--- src/hdl/csr_pkg.sv ---
// Package of offsets, field layouts, resets and decode constants for csr.
`default_nettype none
package csr_pkg;
    // Register offsets (printed offsets are not multiples of four: indices).
    localparam logic [3:0] CSR_IDX_CONV0_CTRL = 4'h3;
    localparam logic [3:0] CSR_IDX_CONV1_CTRL = 4'h5;
    localparam logic [3:0] CSR_IDX_CONV0_VSET = 4'h6;
    localparam logic [3:0] CSR_IDX_CONV1_VSET = 4'h7;
    // Field positions of the current and slew control register.
    localparam int CSR_ILIM_LSB = 3;
    localparam int CSR_ILIM_MSB = 5;
    localparam int CSR_SLEW_LSB = 0;
    localparam int CSR_SLEW_MSB = 2;
    localparam int CSR_RSVD_LSB = 6;
    localparam int CSR_RSVD_MSB = 7;
    // Reset values.
    localparam logic [7:0] CSR_CTRL_RESET = 8'h1a;
    localparam logic [7:0] CSR_VSET_RESET = 8'h00;
    // Current limit decode: milliamps, code 7 reserved.
    localparam logic [2:0] CSR_ILIM_RSVD = 3'h7;
    localparam logic [12:0] CSR_ILIM_BASE_MA = 13'h05dc;
    localparam logic [12:0] CSR_ILIM_STEP_MA = 13'h01f4;
    // Voltage code segment bounds and step sizes in millivolts.
    localparam logic [7:0] CSR_VSET_SEG1 = 8'h14;
    localparam logic [7:0] CSR_VSET_SEG2 = 8'h18;
    localparam logic [7:0] CSR_VSET_SEG3 = 8'h9e;
    localparam logic [11:0] CSR_SEG1_BASE_MV = 12'h2bc;
    localparam logic [11:0] CSR_SEG2_BASE_MV = 12'h2df;
    localparam logic [11:0] CSR_SEG3_BASE_MV = 12'h58c;
    localparam logic [11:0] CSR_SEG1_STEP_MV = 12'h00a;
    localparam logic [11:0] CSR_SEG2_STEP_MV = 12'h005;
    localparam logic [11:0] CSR_SEG3_STEP_MV = 12'h014;
    // AXI responses.
    localparam logic [1:0] CSR_RESP_OKAY = 2'h0;
    localparam logic [1:0] CSR_RESP_SLVERR = 2'h2;

    // Defaults loaded at initialisation from configuration memory.
    typedef struct packed {
        logic [7:0] conv0_ctrl;
        logic [7:0] conv1_ctrl;
        logic [7:0] conv0_vset;
        logic [7:0] conv1_vset;
    } csr_defaults_t;

    // Decoded setpoint for one converter.
    typedef struct packed {
        logic [12:0] ilim_ma;
        logic ilim_valid;
        logic [2:0] slew_code;
        logic slew_valid;
        logic [11:0] vout_mv;
        logic vout_valid;
    } csr_setpoint_t;

    // Loader states.
    typedef enum logic [1:0] {
        CSR_LD_IDLE = 2'b00,
        CSR_LD_LOAD = 2'b01,
        CSR_LD_DONE = 2'b10
    } csr_ld_state_t;
endpackage
`default_nettype wire

--- src/hdl/csr_decode.sv ---
// Decoder from register codes to physical setpoints for one converter.
`timescale 1ns/10ps
`default_nettype none
module csr_decode (
    // Register values.
    input wire logic [7:0] ctrl,
    input wire logic [7:0] vset,
    // Decoded setpoint.
    output csr_pkg::csr_setpoint_t setpoint
);
    import csr_pkg::*;

    // Field extraction.
    wire [2:0] ilim_code = ctrl[CSR_ILIM_MSB:CSR_ILIM_LSB];
    wire [2:0] slew_code = ctrl[CSR_SLEW_MSB:CSR_SLEW_LSB];
    // Segment selection of the voltage code.
    wire in_seg3 = vset >= CSR_VSET_SEG3;
    wire in_seg2 = !in_seg3 && vset >= CSR_VSET_SEG2;
    wire in_seg1 = !in_seg3 && !in_seg2 && vset >= CSR_VSET_SEG1;
    // Offsets within each segment.
    wire [11:0] off1 = {4'h0, vset - CSR_VSET_SEG1};
    wire [11:0] off2 = {4'h0, vset - CSR_VSET_SEG2};
    wire [11:0] off3 = {4'h0, vset - CSR_VSET_SEG3};
    wire [11:0] mv1 = 12'(CSR_SEG1_BASE_MV + off1 * CSR_SEG1_STEP_MV);
    wire [11:0] mv2 = 12'(CSR_SEG2_BASE_MV + off2 * CSR_SEG2_STEP_MV);
    wire [11:0] mv3 = 12'(CSR_SEG3_BASE_MV + off3 * CSR_SEG3_STEP_MV);

    // Current limit in 0.5 A steps from 1.5 A, code 7 reserved.
    assign setpoint.ilim_ma = 13'(CSR_ILIM_BASE_MA
        + {10'h000, ilim_code} * CSR_ILIM_STEP_MA);
    assign setpoint.ilim_valid = ilim_code != CSR_ILIM_RSVD;
    // Slew codes 0 and 1 are reserved; code applies to both ramp edges.
    assign setpoint.slew_code = slew_code;
    assign setpoint.slew_valid = slew_code[2] | slew_code[1];
    // Piecewise voltage target; low codes are flagged as reserved.
    assign setpoint.vout_mv = in_seg3 ? mv3 :
        in_seg2 ? mv2 :
        in_seg1 ? mv1 : 12'h000;
    assign setpoint.vout_valid = in_seg1 | in_seg2 | in_seg3;
endmodule // csr_decode
`default_nettype wire

--- src/hdl/csr_regs.sv ---
// AXI4-Lite register bank for two step-down converter setpoints.
// Register map, as byte addresses on the bus:
//   0x0c  converter a current and slew control.
//   0x14  converter b current and slew control.
//   0x18  converter a output voltage set code.
//   0x1c  converter b output voltage set code.
// Every register is one byte wide and sits in the low byte lane of
// an aligned 32-bit word. The upper 24 bits of read data are zero.
//
// Control register layout, the same for both converters:
//   bits 7..6  reserved, read-write, kept exactly as written.
//   bits 5..3  peak current limit code.
//   bits 2..0  output ramp speed code.
// The current limit code runs from 1.5 A at code 0 up to 4.5 A at
// code 6 in 0.5 A steps; code 7 is reserved. The ramp speed code
// applies to both rising and falling ramps; codes 0 and 1 are
// reserved. Reserved codes are stored as written, so a read shows
// what software wrote, and the decoder drops the matching valid
// flag so the analogue side can ignore them.
//
// Voltage set code segments:
//   codes below 0x14     reserved, shown as an invalid target.
//   0x14 .. 0x17         0.70 V upward in 10 mV steps.
//   0x18 .. 0x9d         0.735 V upward in 5 mV steps.
//   0x9e .. 0xff         1.42 V upward in 20 mV steps.
// Keeping reserved voltage codes out is left to the host. The
// register does not refuse them, because a refusal here would hide
// a host bug instead of exposing it on the valid flag.
//
// Write channel behaviour:
// The address and data halves are captured independently, each in
// its own one-entry hold slot, so a master may offer them together
// or in either order. Each ready is simply the inverse of the hold
// flag, which keeps the ready path free of any bus input. Once both
// halves are held and no response is pending, the write is done in
// one cycle and the response is raised on the next edge. The
// response stands until the master's ready is seen high.
// Only byte lane zero carries register data. A write with strobe
// bit zero clear still completes with an OKAY response but leaves
// the register untouched. Unmapped or misaligned addresses answer
// SLVERR and change nothing.
//
// Read channel behaviour:
// The read address is taken whenever no read data is pending, and
// the data is registered on the same edge. Read data therefore
// comes one cycle after the address is taken and stands until the
// master's ready is seen high. A read has no side effect on any
// register or flag. Unmapped reads answer SLVERR with zero data; a
// misaligned read answers SLVERR but returns the addressed register's byte.
//
// Default loading:
// After reset is released the loader copies the configuration
// defaults into all four registers once. A later load request,
// seen while the loader is idle in its done state, repeats the
// copy. A load overrides a bus write that lands in the same cycle;
// software should wait for the loaded flag before its first write.
// The printed reset values hold only until that first load.
//
// Decoded outputs:
// Both converters share one decoder module. Its outputs are purely
// combinational from the stored registers, so a new current limit
// reaches the converter in the cycle after the write lands, even
// while the converter is running.
//
// Limitations:
// At most two writes and one read are in flight at a time. There is no
// write-to-read ordering between the two channels: a read issued
// in the same cycle as a write completes may see the old value.
// No interrupt, no parity and no lock of any register is provided.
`timescale 1ns/10ps
`default_nettype none
module csr_regs (
    // Clock and reset.
    input wire logic aclk,
    input wire logic aresetn,
    // Defaults from configuration memory, sampled on load.
    input wire logic otp_load,
    input wire csr_pkg::csr_defaults_t otp_defaults,
    // AXI4-Lite write address channel.
    input wire logic [5:0] s_axi_awaddr,
    input wire logic s_axi_awvalid,
    output logic s_axi_awready,
    // AXI4-Lite write data channel.
    input wire logic [31:0] s_axi_wdata,
    input wire logic [3:0] s_axi_wstrb,
    input wire logic s_axi_wvalid,
    output logic s_axi_wready,
    // AXI4-Lite write response channel.
    output logic [1:0] s_axi_bresp,
    output logic s_axi_bvalid,
    input wire logic s_axi_bready,
    // AXI4-Lite read address channel.
    input wire logic [5:0] s_axi_araddr,
    input wire logic s_axi_arvalid,
    output logic s_axi_arready,
    // AXI4-Lite read data channel.
    output logic [31:0] s_axi_rdata,
    output logic [1:0] s_axi_rresp,
    output logic s_axi_rvalid,
    input wire logic s_axi_rready,
    // Decoded setpoints driving the analogue converters.
    output csr_pkg::csr_setpoint_t conv0_setpoint,
    output csr_pkg::csr_setpoint_t conv1_setpoint,
    // High once defaults have been loaded.
    output logic defaults_loaded
);
    import csr_pkg::*;

    // Map a byte address to a register index check.
    function automatic logic [4:0] decode_idx(input logic [5:0] addr);
        logic [3:0] idx;
        idx = addr[5:2];
        decode_idx = {idx == CSR_IDX_CONV0_CTRL, idx == CSR_IDX_CONV1_CTRL,
            idx == CSR_IDX_CONV0_VSET, idx == CSR_IDX_CONV1_VSET,
            addr[1:0] == 2'h0};
    endfunction

    // Stored register values.
    logic [7:0] conv0_ctrl;
    logic [7:0] conv1_ctrl;
    logic [7:0] conv0_vset;
    logic [7:0] conv1_vset;
    // Captured write address and data, each with its own hold flag.
    logic [5:0] aw_addr;
    logic aw_held;
    logic [7:0] w_byte;
    logic w_lane0;
    logic w_held;
    // Loader state.
    csr_ld_state_t ld_state;
    csr_ld_state_t next_ld_state;

    // Write path: both halves present and no response pending.
    wire do_write = aw_held && w_held && !s_axi_bvalid;
    wire [4:0] wdec = decode_idx(aw_addr);
    wire w_hit = wdec[0] && (wdec[4] | wdec[3] | wdec[2] | wdec[1]);
    // Only byte lane zero carries data; other lanes read as zero.
    wire w_en = do_write && w_hit && w_lane0;
    wire we_c0 = w_en && wdec[4];
    wire we_c1 = w_en && wdec[3];
    wire we_v0 = w_en && wdec[2];
    wire we_v1 = w_en && wdec[1];
    // Load of defaults takes priority over a bus write in the same cycle.
    wire ld_now = ld_state == CSR_LD_LOAD;

    // Read path.
    wire rd_take = s_axi_arvalid && s_axi_arready;
    wire [4:0] rdec = decode_idx(s_axi_araddr);
    wire r_hit = rdec[0] && (rdec[4] | rdec[3] | rdec[2] | rdec[1]);
    wire [7:0] r_byte = rdec[4] ? conv0_ctrl :
        rdec[3] ? conv1_ctrl :
        rdec[2] ? conv0_vset :
        rdec[1] ? conv1_vset : 8'h00;

    // Channel readies: accept a half while its hold slot is free.
    assign s_axi_awready = !aw_held;
    assign s_axi_wready = !w_held;
    assign s_axi_arready = !s_axi_rvalid;

    // Loader: one load after reset, and again on each request.
    always_comb begin
        next_ld_state = ld_state;
        case (ld_state)
            CSR_LD_IDLE: begin
                next_ld_state = CSR_LD_LOAD;
            end
            CSR_LD_LOAD: begin
                next_ld_state = CSR_LD_DONE;
            end
            CSR_LD_DONE: begin
                if (otp_load) begin
                    next_ld_state = CSR_LD_LOAD;
                end
            end
            default: begin
                next_ld_state = CSR_LD_IDLE;
            end
        endcase
    end

    // Loader state register.
    always_ff @(posedge aclk) begin
        if (!aresetn) begin
            ld_state <= CSR_LD_IDLE;
        end else begin
            ld_state <= next_ld_state;
        end
    end
    assign defaults_loaded = ld_state == CSR_LD_DONE;

    // Converter a control register, reserved bits kept as written.
    always_ff @(posedge aclk) begin
        if (!aresetn) begin
            conv0_ctrl <= CSR_CTRL_RESET;
        end else if (ld_now) begin
            conv0_ctrl <= otp_defaults.conv0_ctrl;
        end else if (we_c0) begin
            conv0_ctrl <= w_byte;
        end
    end

    // Converter b control; a write lands at once, even while running.
    always_ff @(posedge aclk) begin
        if (!aresetn) begin
            conv1_ctrl <= CSR_CTRL_RESET;
        end else if (ld_now) begin
            conv1_ctrl <= otp_defaults.conv1_ctrl;
        end else if (we_c1) begin
            conv1_ctrl <= w_byte;
        end
    end

    // Voltage set registers. Reserved low codes are stored as written,
    // since keeping them out is the host's duty; the decoder flags them.
    always_ff @(posedge aclk) begin
        if (!aresetn) begin
            conv0_vset <= CSR_VSET_RESET;
            conv1_vset <= CSR_VSET_RESET;
        end else if (ld_now) begin
            conv0_vset <= otp_defaults.conv0_vset;
            conv1_vset <= otp_defaults.conv1_vset;
        end else begin
            if (we_v0) begin
                conv0_vset <= w_byte;
            end
            if (we_v1) begin
                conv1_vset <= w_byte;
            end
        end
    end

    // Write address capture.
    always_ff @(posedge aclk) begin
        if (!aresetn) begin
            aw_held <= 1'b0;
            aw_addr <= 6'h00;
        end else if (s_axi_awvalid && !aw_held) begin
            aw_held <= 1'b1;
            aw_addr <= s_axi_awaddr;
        end else if (do_write) begin
            aw_held <= 1'b0;
        end
    end

    // Write data capture; only the low byte matters.
    always_ff @(posedge aclk) begin
        if (!aresetn) begin
            w_held <= 1'b0;
            w_byte <= 8'h00;
            w_lane0 <= 1'b0;
        end else if (s_axi_wvalid && !w_held) begin
            w_held <= 1'b1;
            w_byte <= s_axi_wdata[7:0];
            w_lane0 <= s_axi_wstrb[0];
        end else if (do_write) begin
            w_held <= 1'b0;
        end
    end

    // Write response: unmapped or misaligned addresses get SLVERR.
    always_ff @(posedge aclk) begin
        if (!aresetn) begin
            s_axi_bvalid <= 1'b0;
            s_axi_bresp <= CSR_RESP_OKAY;
        end else if (do_write) begin
            s_axi_bvalid <= 1'b1;
            s_axi_bresp <= w_hit ? CSR_RESP_OKAY : CSR_RESP_SLVERR;
        end else if (s_axi_bready) begin
            s_axi_bvalid <= 1'b0;
        end
    end

    // Read response; a read changes no state besides its own handshake.
    always_ff @(posedge aclk) begin
        if (!aresetn) begin
            s_axi_rvalid <= 1'b0;
            s_axi_rdata <= 32'h0000_0000;
            s_axi_rresp <= CSR_RESP_OKAY;
        end else if (rd_take) begin
            s_axi_rvalid <= 1'b1;
            s_axi_rdata <= {24'h00_0000, r_byte};
            s_axi_rresp <= r_hit ? CSR_RESP_OKAY : CSR_RESP_SLVERR;
        end else if (s_axi_rready) begin
            s_axi_rvalid <= 1'b0;
        end
    end

    // Decoders for both converters share one module.
    csr_decode u_dec0 (
        .ctrl(conv0_ctrl),
        .vset(conv0_vset),
        .setpoint(conv0_setpoint)
    );
    csr_decode u_dec1 (
        .ctrl(conv1_ctrl),
        .vset(conv1_vset),
        .setpoint(conv1_setpoint)
    );
endmodule // csr_regs
`default_nettype wire

--- config.mk ---
export PLATFORM = sky130hd
export DESIGN_NAME = csr_regs
export DESIGN_NICKNAME = d
export VERILOG_FILES = /design/src/hdl/csr_pkg.sv /design/src/hdl/csr_decode.sv /design/src/hdl/csr_regs.sv
export SDC_FILE = /design/constraint.sdc
export NUM_CORES = 1
export LEC_CHECK = 0
export ABC_AREA = 1
export BUFFER_PORTS_ARGS = -buffer_cell sky130_fd_sc_hd__buf_2
export CORE_ASPECT_RATIO = 1.1
export CORE_MARGIN = 3
export CORE_UTILIZATION = 35
export CTS_CLUSTER_DIAMETER = 50
export DETAILED_ROUTE_END_ITERATION = 7
export GPL_TIMING_DRIVEN = 0
export PLACE_DENSITY_LB_ADDON = 0.15
export RECOVER_POWER = 25
export SYNTH_ARGS = -nofsm -noshare
export SYNTH_HDL_FRONTEND = slang
export SYNTH_SLANG_ARGS = --single-unit
--- constraint.sdc ---
create_clock -name aclk -period 3.65 [get_ports aclk]
set_input_delay 0.73 -clock aclk [delete_from_list [all_inputs] [get_ports aclk]]
set_output_delay 0.73 -clock aclk [all_outputs]
set_load 0.005 [all_outputs]
Word level (Yosys, flattened, before mapping)
Cells that the tools add are included.

Logic and storage cells: 135. Register bits after elaboration: 65.

Reductions and logical operators: 38. Add/subtract/negate cells: 14. Mux-type cells: 29. Bitwise operators: 12. Order comparisons: 6. $mul: 8. Equal/unequal tests: 13.

Operator list (count): 8-bit two-way mux (12); 12-bit two-way mux (6); 10-bit by 12-bit adder with 12-bit output (first input constant) (4); 8-bit by 3-bit multiplier with 11-bit output (second input constant) (4); 8-bit by 5-bit >= comparator with 1-bit output (second input constant) (4); 8-bit by 5-bit subtractor with 8-bit output (second input constant) (4); 11-bit by 12-bit adder with 13-bit output (first input constant) (2); 11-bit by 12-bit adder with 12-bit output (first input constant) (2); 4-bit by 3-bit == test with 1-bit output (second input constant) (6); 3-bit by 7-bit multiplier with 10-bit output (second input constant) (2); 8-bit by 3-bit multiplier with 10-bit output (second input constant) (2); 1-bit logical AND (19); 8-bit >= comparator (second input constant) (2); 2-bit nonzero test (8); 8-bit subtractor (second input constant) (2); 1-bit bitwise OR (12); 4-bit by 2-bit == test with 1-bit output (second input constant) (2); 1-bit logical NOT (8); 1-bit two-way mux (7); 2-bit logical NOT (3); 2-bit two-way mux (3); 3-bit inequality test (second input constant) (2); 2-bit one-hot mux with 3 select lines (1); 2-bit by 1-bit == test with 1-bit output (second input constant) (1); 2 further kinds (2).

Longest topological paths before layout
Depth in word-level cells: 10. Gate-level depth with buffers: 20. Gate-level depth less buffers: 20.

Modules after synthesis
A second synthesis with hierarchy kept.

Cells, all modules: 1344. Area total of the unflattened synthesis: 8819.7 sq um.

Modules (own cells, without submodules): csr_regs (cells an instance 500, seq. area each 1261.2 sq um, times used 1, area an instance 3283.1 sq um); csr_decode (u_dec1) (cells an instance 419, seq. area each 0.0 sq um, times used 1, area an instance 2778.9 sq um); csr_decode (u_dec0) (cells an instance 425, seq. area each 0.0 sq um, times used 1, area an instance 2757.6 sq um).

Worst setup path after synthesis
OpenSTA, ideal clock, no wires.

Kind: register to output. Start point: register conv1_vset[3]. End point: output port conv1_setpoint[9] in the netlist's numbering. Stages on the path, launching flop included: 17. Buffers on the path: 0. Required time: 2.920 ns. Data arrival time: 2.779 ns. Path slack: 0.141 ns. Cells stage by stage: dfxtp_1 > inv_1 > ha_1 > or2_4 > nand2_1 > xor2_1 > ha_1 > ha_1 > nand2_1 > nand2_1 > inv_1 > nand2_1 > nand2_1 > nand2_1 > or2_2 > nand3_1 > nand3_1.

RTL lines: start: declaration (line csr_regs.sv:122) `logic [7:0] conv1_vset;`; start signal: assignment (line csr_regs.sv:221) `conv1_vset <= otp_defaults.conv1_vset;`; start signal: assignment (line csr_regs.sv:227) `conv1_vset <= w_byte;`; end: declaration (line csr_regs.sv:103) `output csr_pkg::csr_setpoint_t conv1_setpoint,`.

==> out/qor.csv <==
metric,value,unit
status,"complete, but fails checks",
violations,setup timing,
dpl.cell_count,1788,
drtAntennaViolNets,0,
yosys-top-cells-area,"ha_1 (18%), nand2_1 (17%), dfxtp_1 (15%)",
dp_slack,-0.576,ns
layout.nets,1808,
diodes,0,
yosysSeqAreaShare,0.150,
drc,0,
synthCells,1326,
power.leakage,6.13,nW
setup_ws,-0.0970,ns
synth_top_area_share,0.178,
dpl_cell_area,9570,um^2
cts_sinks,63,
yosys.area.top_type,ha_1,
avgSynthCellArea,6.35,um^2
vias,9135,
crit_type,flop to output pin,
peakVddDrop,326,uV
cp-startpoint,conv0_vset[3]$_SDFFE_PN0P_,
ys_ff_latch,63,
rsz0062_at_grt,true,
hold_class,flop to flop,
hold_start,w_lane0$_SDFFE_PN0P_,
synthFlopType,dfxtp_1,
required,2.92,ns
max-cap-violations,0,
wl_per_cell,14.5,um
end_kind,output pin,
fp-row-count,58,
initial_utilization,0.362,
coreArea,23200,um^2
finalHoldViolations,0,
ys_warn_count,0,
fmax,0.267,GHz
grt_pass1_wl,42.5,mm
critPathArrivalTime,3.02,ns
power_density,568,nW/um^2
ios,192,
viasPerCell,4.83,
grt_remaining_overflow,0,
hold_buffers,0,
path_cells,inv_8 -> ha_4 -> o21ai_4 -> xor2_4 -> ha_4 -> ha_4 -> buf_12 -> nand4_1 -> nand3_2 -> nand2_2 -> nand2_1 -> nand2_1 -> nand3_2 -> nand2_1 -> inv_1 -> nand2_1 -> buf_2,
die_h,169,um
grt_max_degree,11,
area_growth,43.7,%
dr.pass1.iters,5,
period_minus_slack,3.75,ns
port_buffers,133,
worstSkewPairLatency,0.32,ns
ys_types,48,
antenna_found_initial,0,
grt.total_usage,0.196,
setup_viol,8,
drive_gt1_frac,0.354,
htreeDepth,3,
relSlewSlack,0.614,
fill_cells,2303,
synth_edf_count,0,
path_clk_slew,0.05,ns
grt_pass1_vias,8672,
finClkSkew,0.00514,ns
cts_buffers,9,
layoutNonFillerInstCount,1891,
cts_buffer_depth,2,
critPathSlowestCell,dfxtp_4,
critPathMaxFanout,5,
start_kind,flop,
tightest_slew,0.579,ns
hpwl,20.6,mm
drt_iter0_drc,378,
die_w,154,um
min_period_over_period,1.03,
cpPeakStageDelay,0.40,ns
postSynth.asyncResetShare,0,
cts_tree,done,
drv_slew,0,
syn_area,8420,um^2
cts-root-buf,clkbuf_16,
drt_wl_total,27.3,mm
synth_common_cells,"nand2_1 (374), inv_1 (174), nor2_1 (123)",
die-area,25900,um^2
crit_path_frequent_cell,nand2_1,
gp_congestion,0.836,
finish.instance_area,12100,um^2
regToRegStartpoint,ld_state[0]$_SDFFE_PN0P_,
yosysMostFrequentCell,nand2_1,
cell type report:
class	instances	area [um^2]	share of cell area
Multi-Input combinational cell	1050	7600	0.628
Timing Repair Buffer	221	1400	0.115
Buffer	50	328	0.0271
Sequential cell	63	1320	0.109
Clock buffer	13	270	0.0223
Tap cell	300	375	0.0310
Clock inverter	3	40.0	0.00331
Inverter	191	767	0.0634
final timing paths:
path | slack [ns] | endpoint | cells past startpoint
hold reg to reg | 0.45 | w_lane0$_SDFFE_PN0P_ | 2
setup / recovery | -0.1 | conv0_setpoint[11] | 17
setup reg to reg | 1.89 | conv1_ctrl[2]$_SDFFE_PN0P_ | 8
hold / removal | 0.45 | w_lane0$_SDFFE_PN0P_ | 2
per-layer routing:
layer / routed length (um) / vias up / GRT usage
met1: 12400 / 4120 / 0.262
met4: 707 / 0 / 0.0472
li1: - / 4739 / -
met5: 0 / - / 0
met2: 13000 / 227 / 0.337
met3: 1260 / 49 / 0.0245
power breakdown:
group | total [mW] | leakage, nW | internal (mW) | switching [mW]
registers | 0.846 | 0.529 | 0.755 | 0.0908
logic | 5.14 | 5.45 | 2.30 | 2.85
clock network | 0.877 | 0.156 | 0.582 | 0.295
total | 6.87 | 6.13 | 3.63 | 3.23
what timing repair did:
action                     CTS  global route
buffers inserted            55            33
pin swaps                   76            80
setup endpoints to repair   21            15
gates resized for setup    203           129
state kept, by name, indices dropped and copies added, names as in the netlist:
name / count
conv1_ctrl: 8
w_lane0: 1
conv0_vset: 8
ld_state: 2
aw_addr: 6
s_axi_rvalid: 1
w_held: 1
s_axi_rdata: 8
conv1_vset: 8
conv0_ctrl: 8
s_axi_rresp: 1
s_axi_bvalid: 1
w_byte: 8
s_axi_bresp: 1
aw_held: 1
cells by family after synthesis:
| kind of cell | count (synthesis) | share of synthesized area |
|---|---|---|
| flip-flops | 63 | 0.150 |
| other | 1 | 0.000446 |
| AO/OA/AOI/OAI | 160 | 0.109 |
| adder cells (fa/ha/maj) | 134 | 0.212 |
| AND/OR/NAND/NOR | 675 | 0.350 |
| buffers and inverters | 242 | 0.125 |
| XOR/XNOR | 51 | 0.0531 |
through the flow:
step           power [mW]  TNS [ns]  utilization  hold WS, ns
6_report             6.87    -0.428        0.521        0.450
3_3_place_gp         4.55     -4.63        0.412        0.440
3_5_place_dp         4.57     -4.66        0.412        0.447
5_1_grt              7.51     -2.06        0.521        0.477
2_1_floorplan        3.55         0            -        0.424
4_1_cts              6.27    -0.348        0.482        0.455
critical path, delay by kind of cell (launching register included):
kind / cells / cell delay, ns
and+or+nand+nor: 8 / 0.81
buffers and inverters: 4 / 0.33
adders and majority gates: 3 / 0.71
DFF: 1 / 0.40
xor gates and xnor gates: 1 / 0.21
AOI/OAI and AO/OA: 1 / 0.22
layout by cell type, fill, tap and decap left out, types with 9 or more instances in the layout:
| cell type | count |
|---|---|
| nand2_1 | 318 |
| inv_1 | 143 |
| buf_2 | 125 |
| nor2_1 | 115 |
| buf_4 | 115 |
| nand3_1 | 80 |
| o21ai_0 | 71 |
| ha_1 | 64 |
| nand2_2 | 57 |
| ha_4 | 48 |
| dfxtp_1 | 46 |
| inv_2 | 31 |
| conb_1 | 30 |
| nand4_1 | 28 |
| nand3_2 | 27 |
| a21oi_1 | 24 |
| clkbuf_1 | 20 |
| xor2_1 | 17 |
| a21oi_2 | 15 |
| dfxtp_4 | 15 |
| xnor2_1 | 13 |
| nand2_4 | 12 |
| a31oi_1 | 10 |
| fa_2 | 10 |
| xor2_2 | 9 |
| nand3b_1 | 9 |
| clkbuf_16 | 9 |
Power figures use the tool's default switching activity.
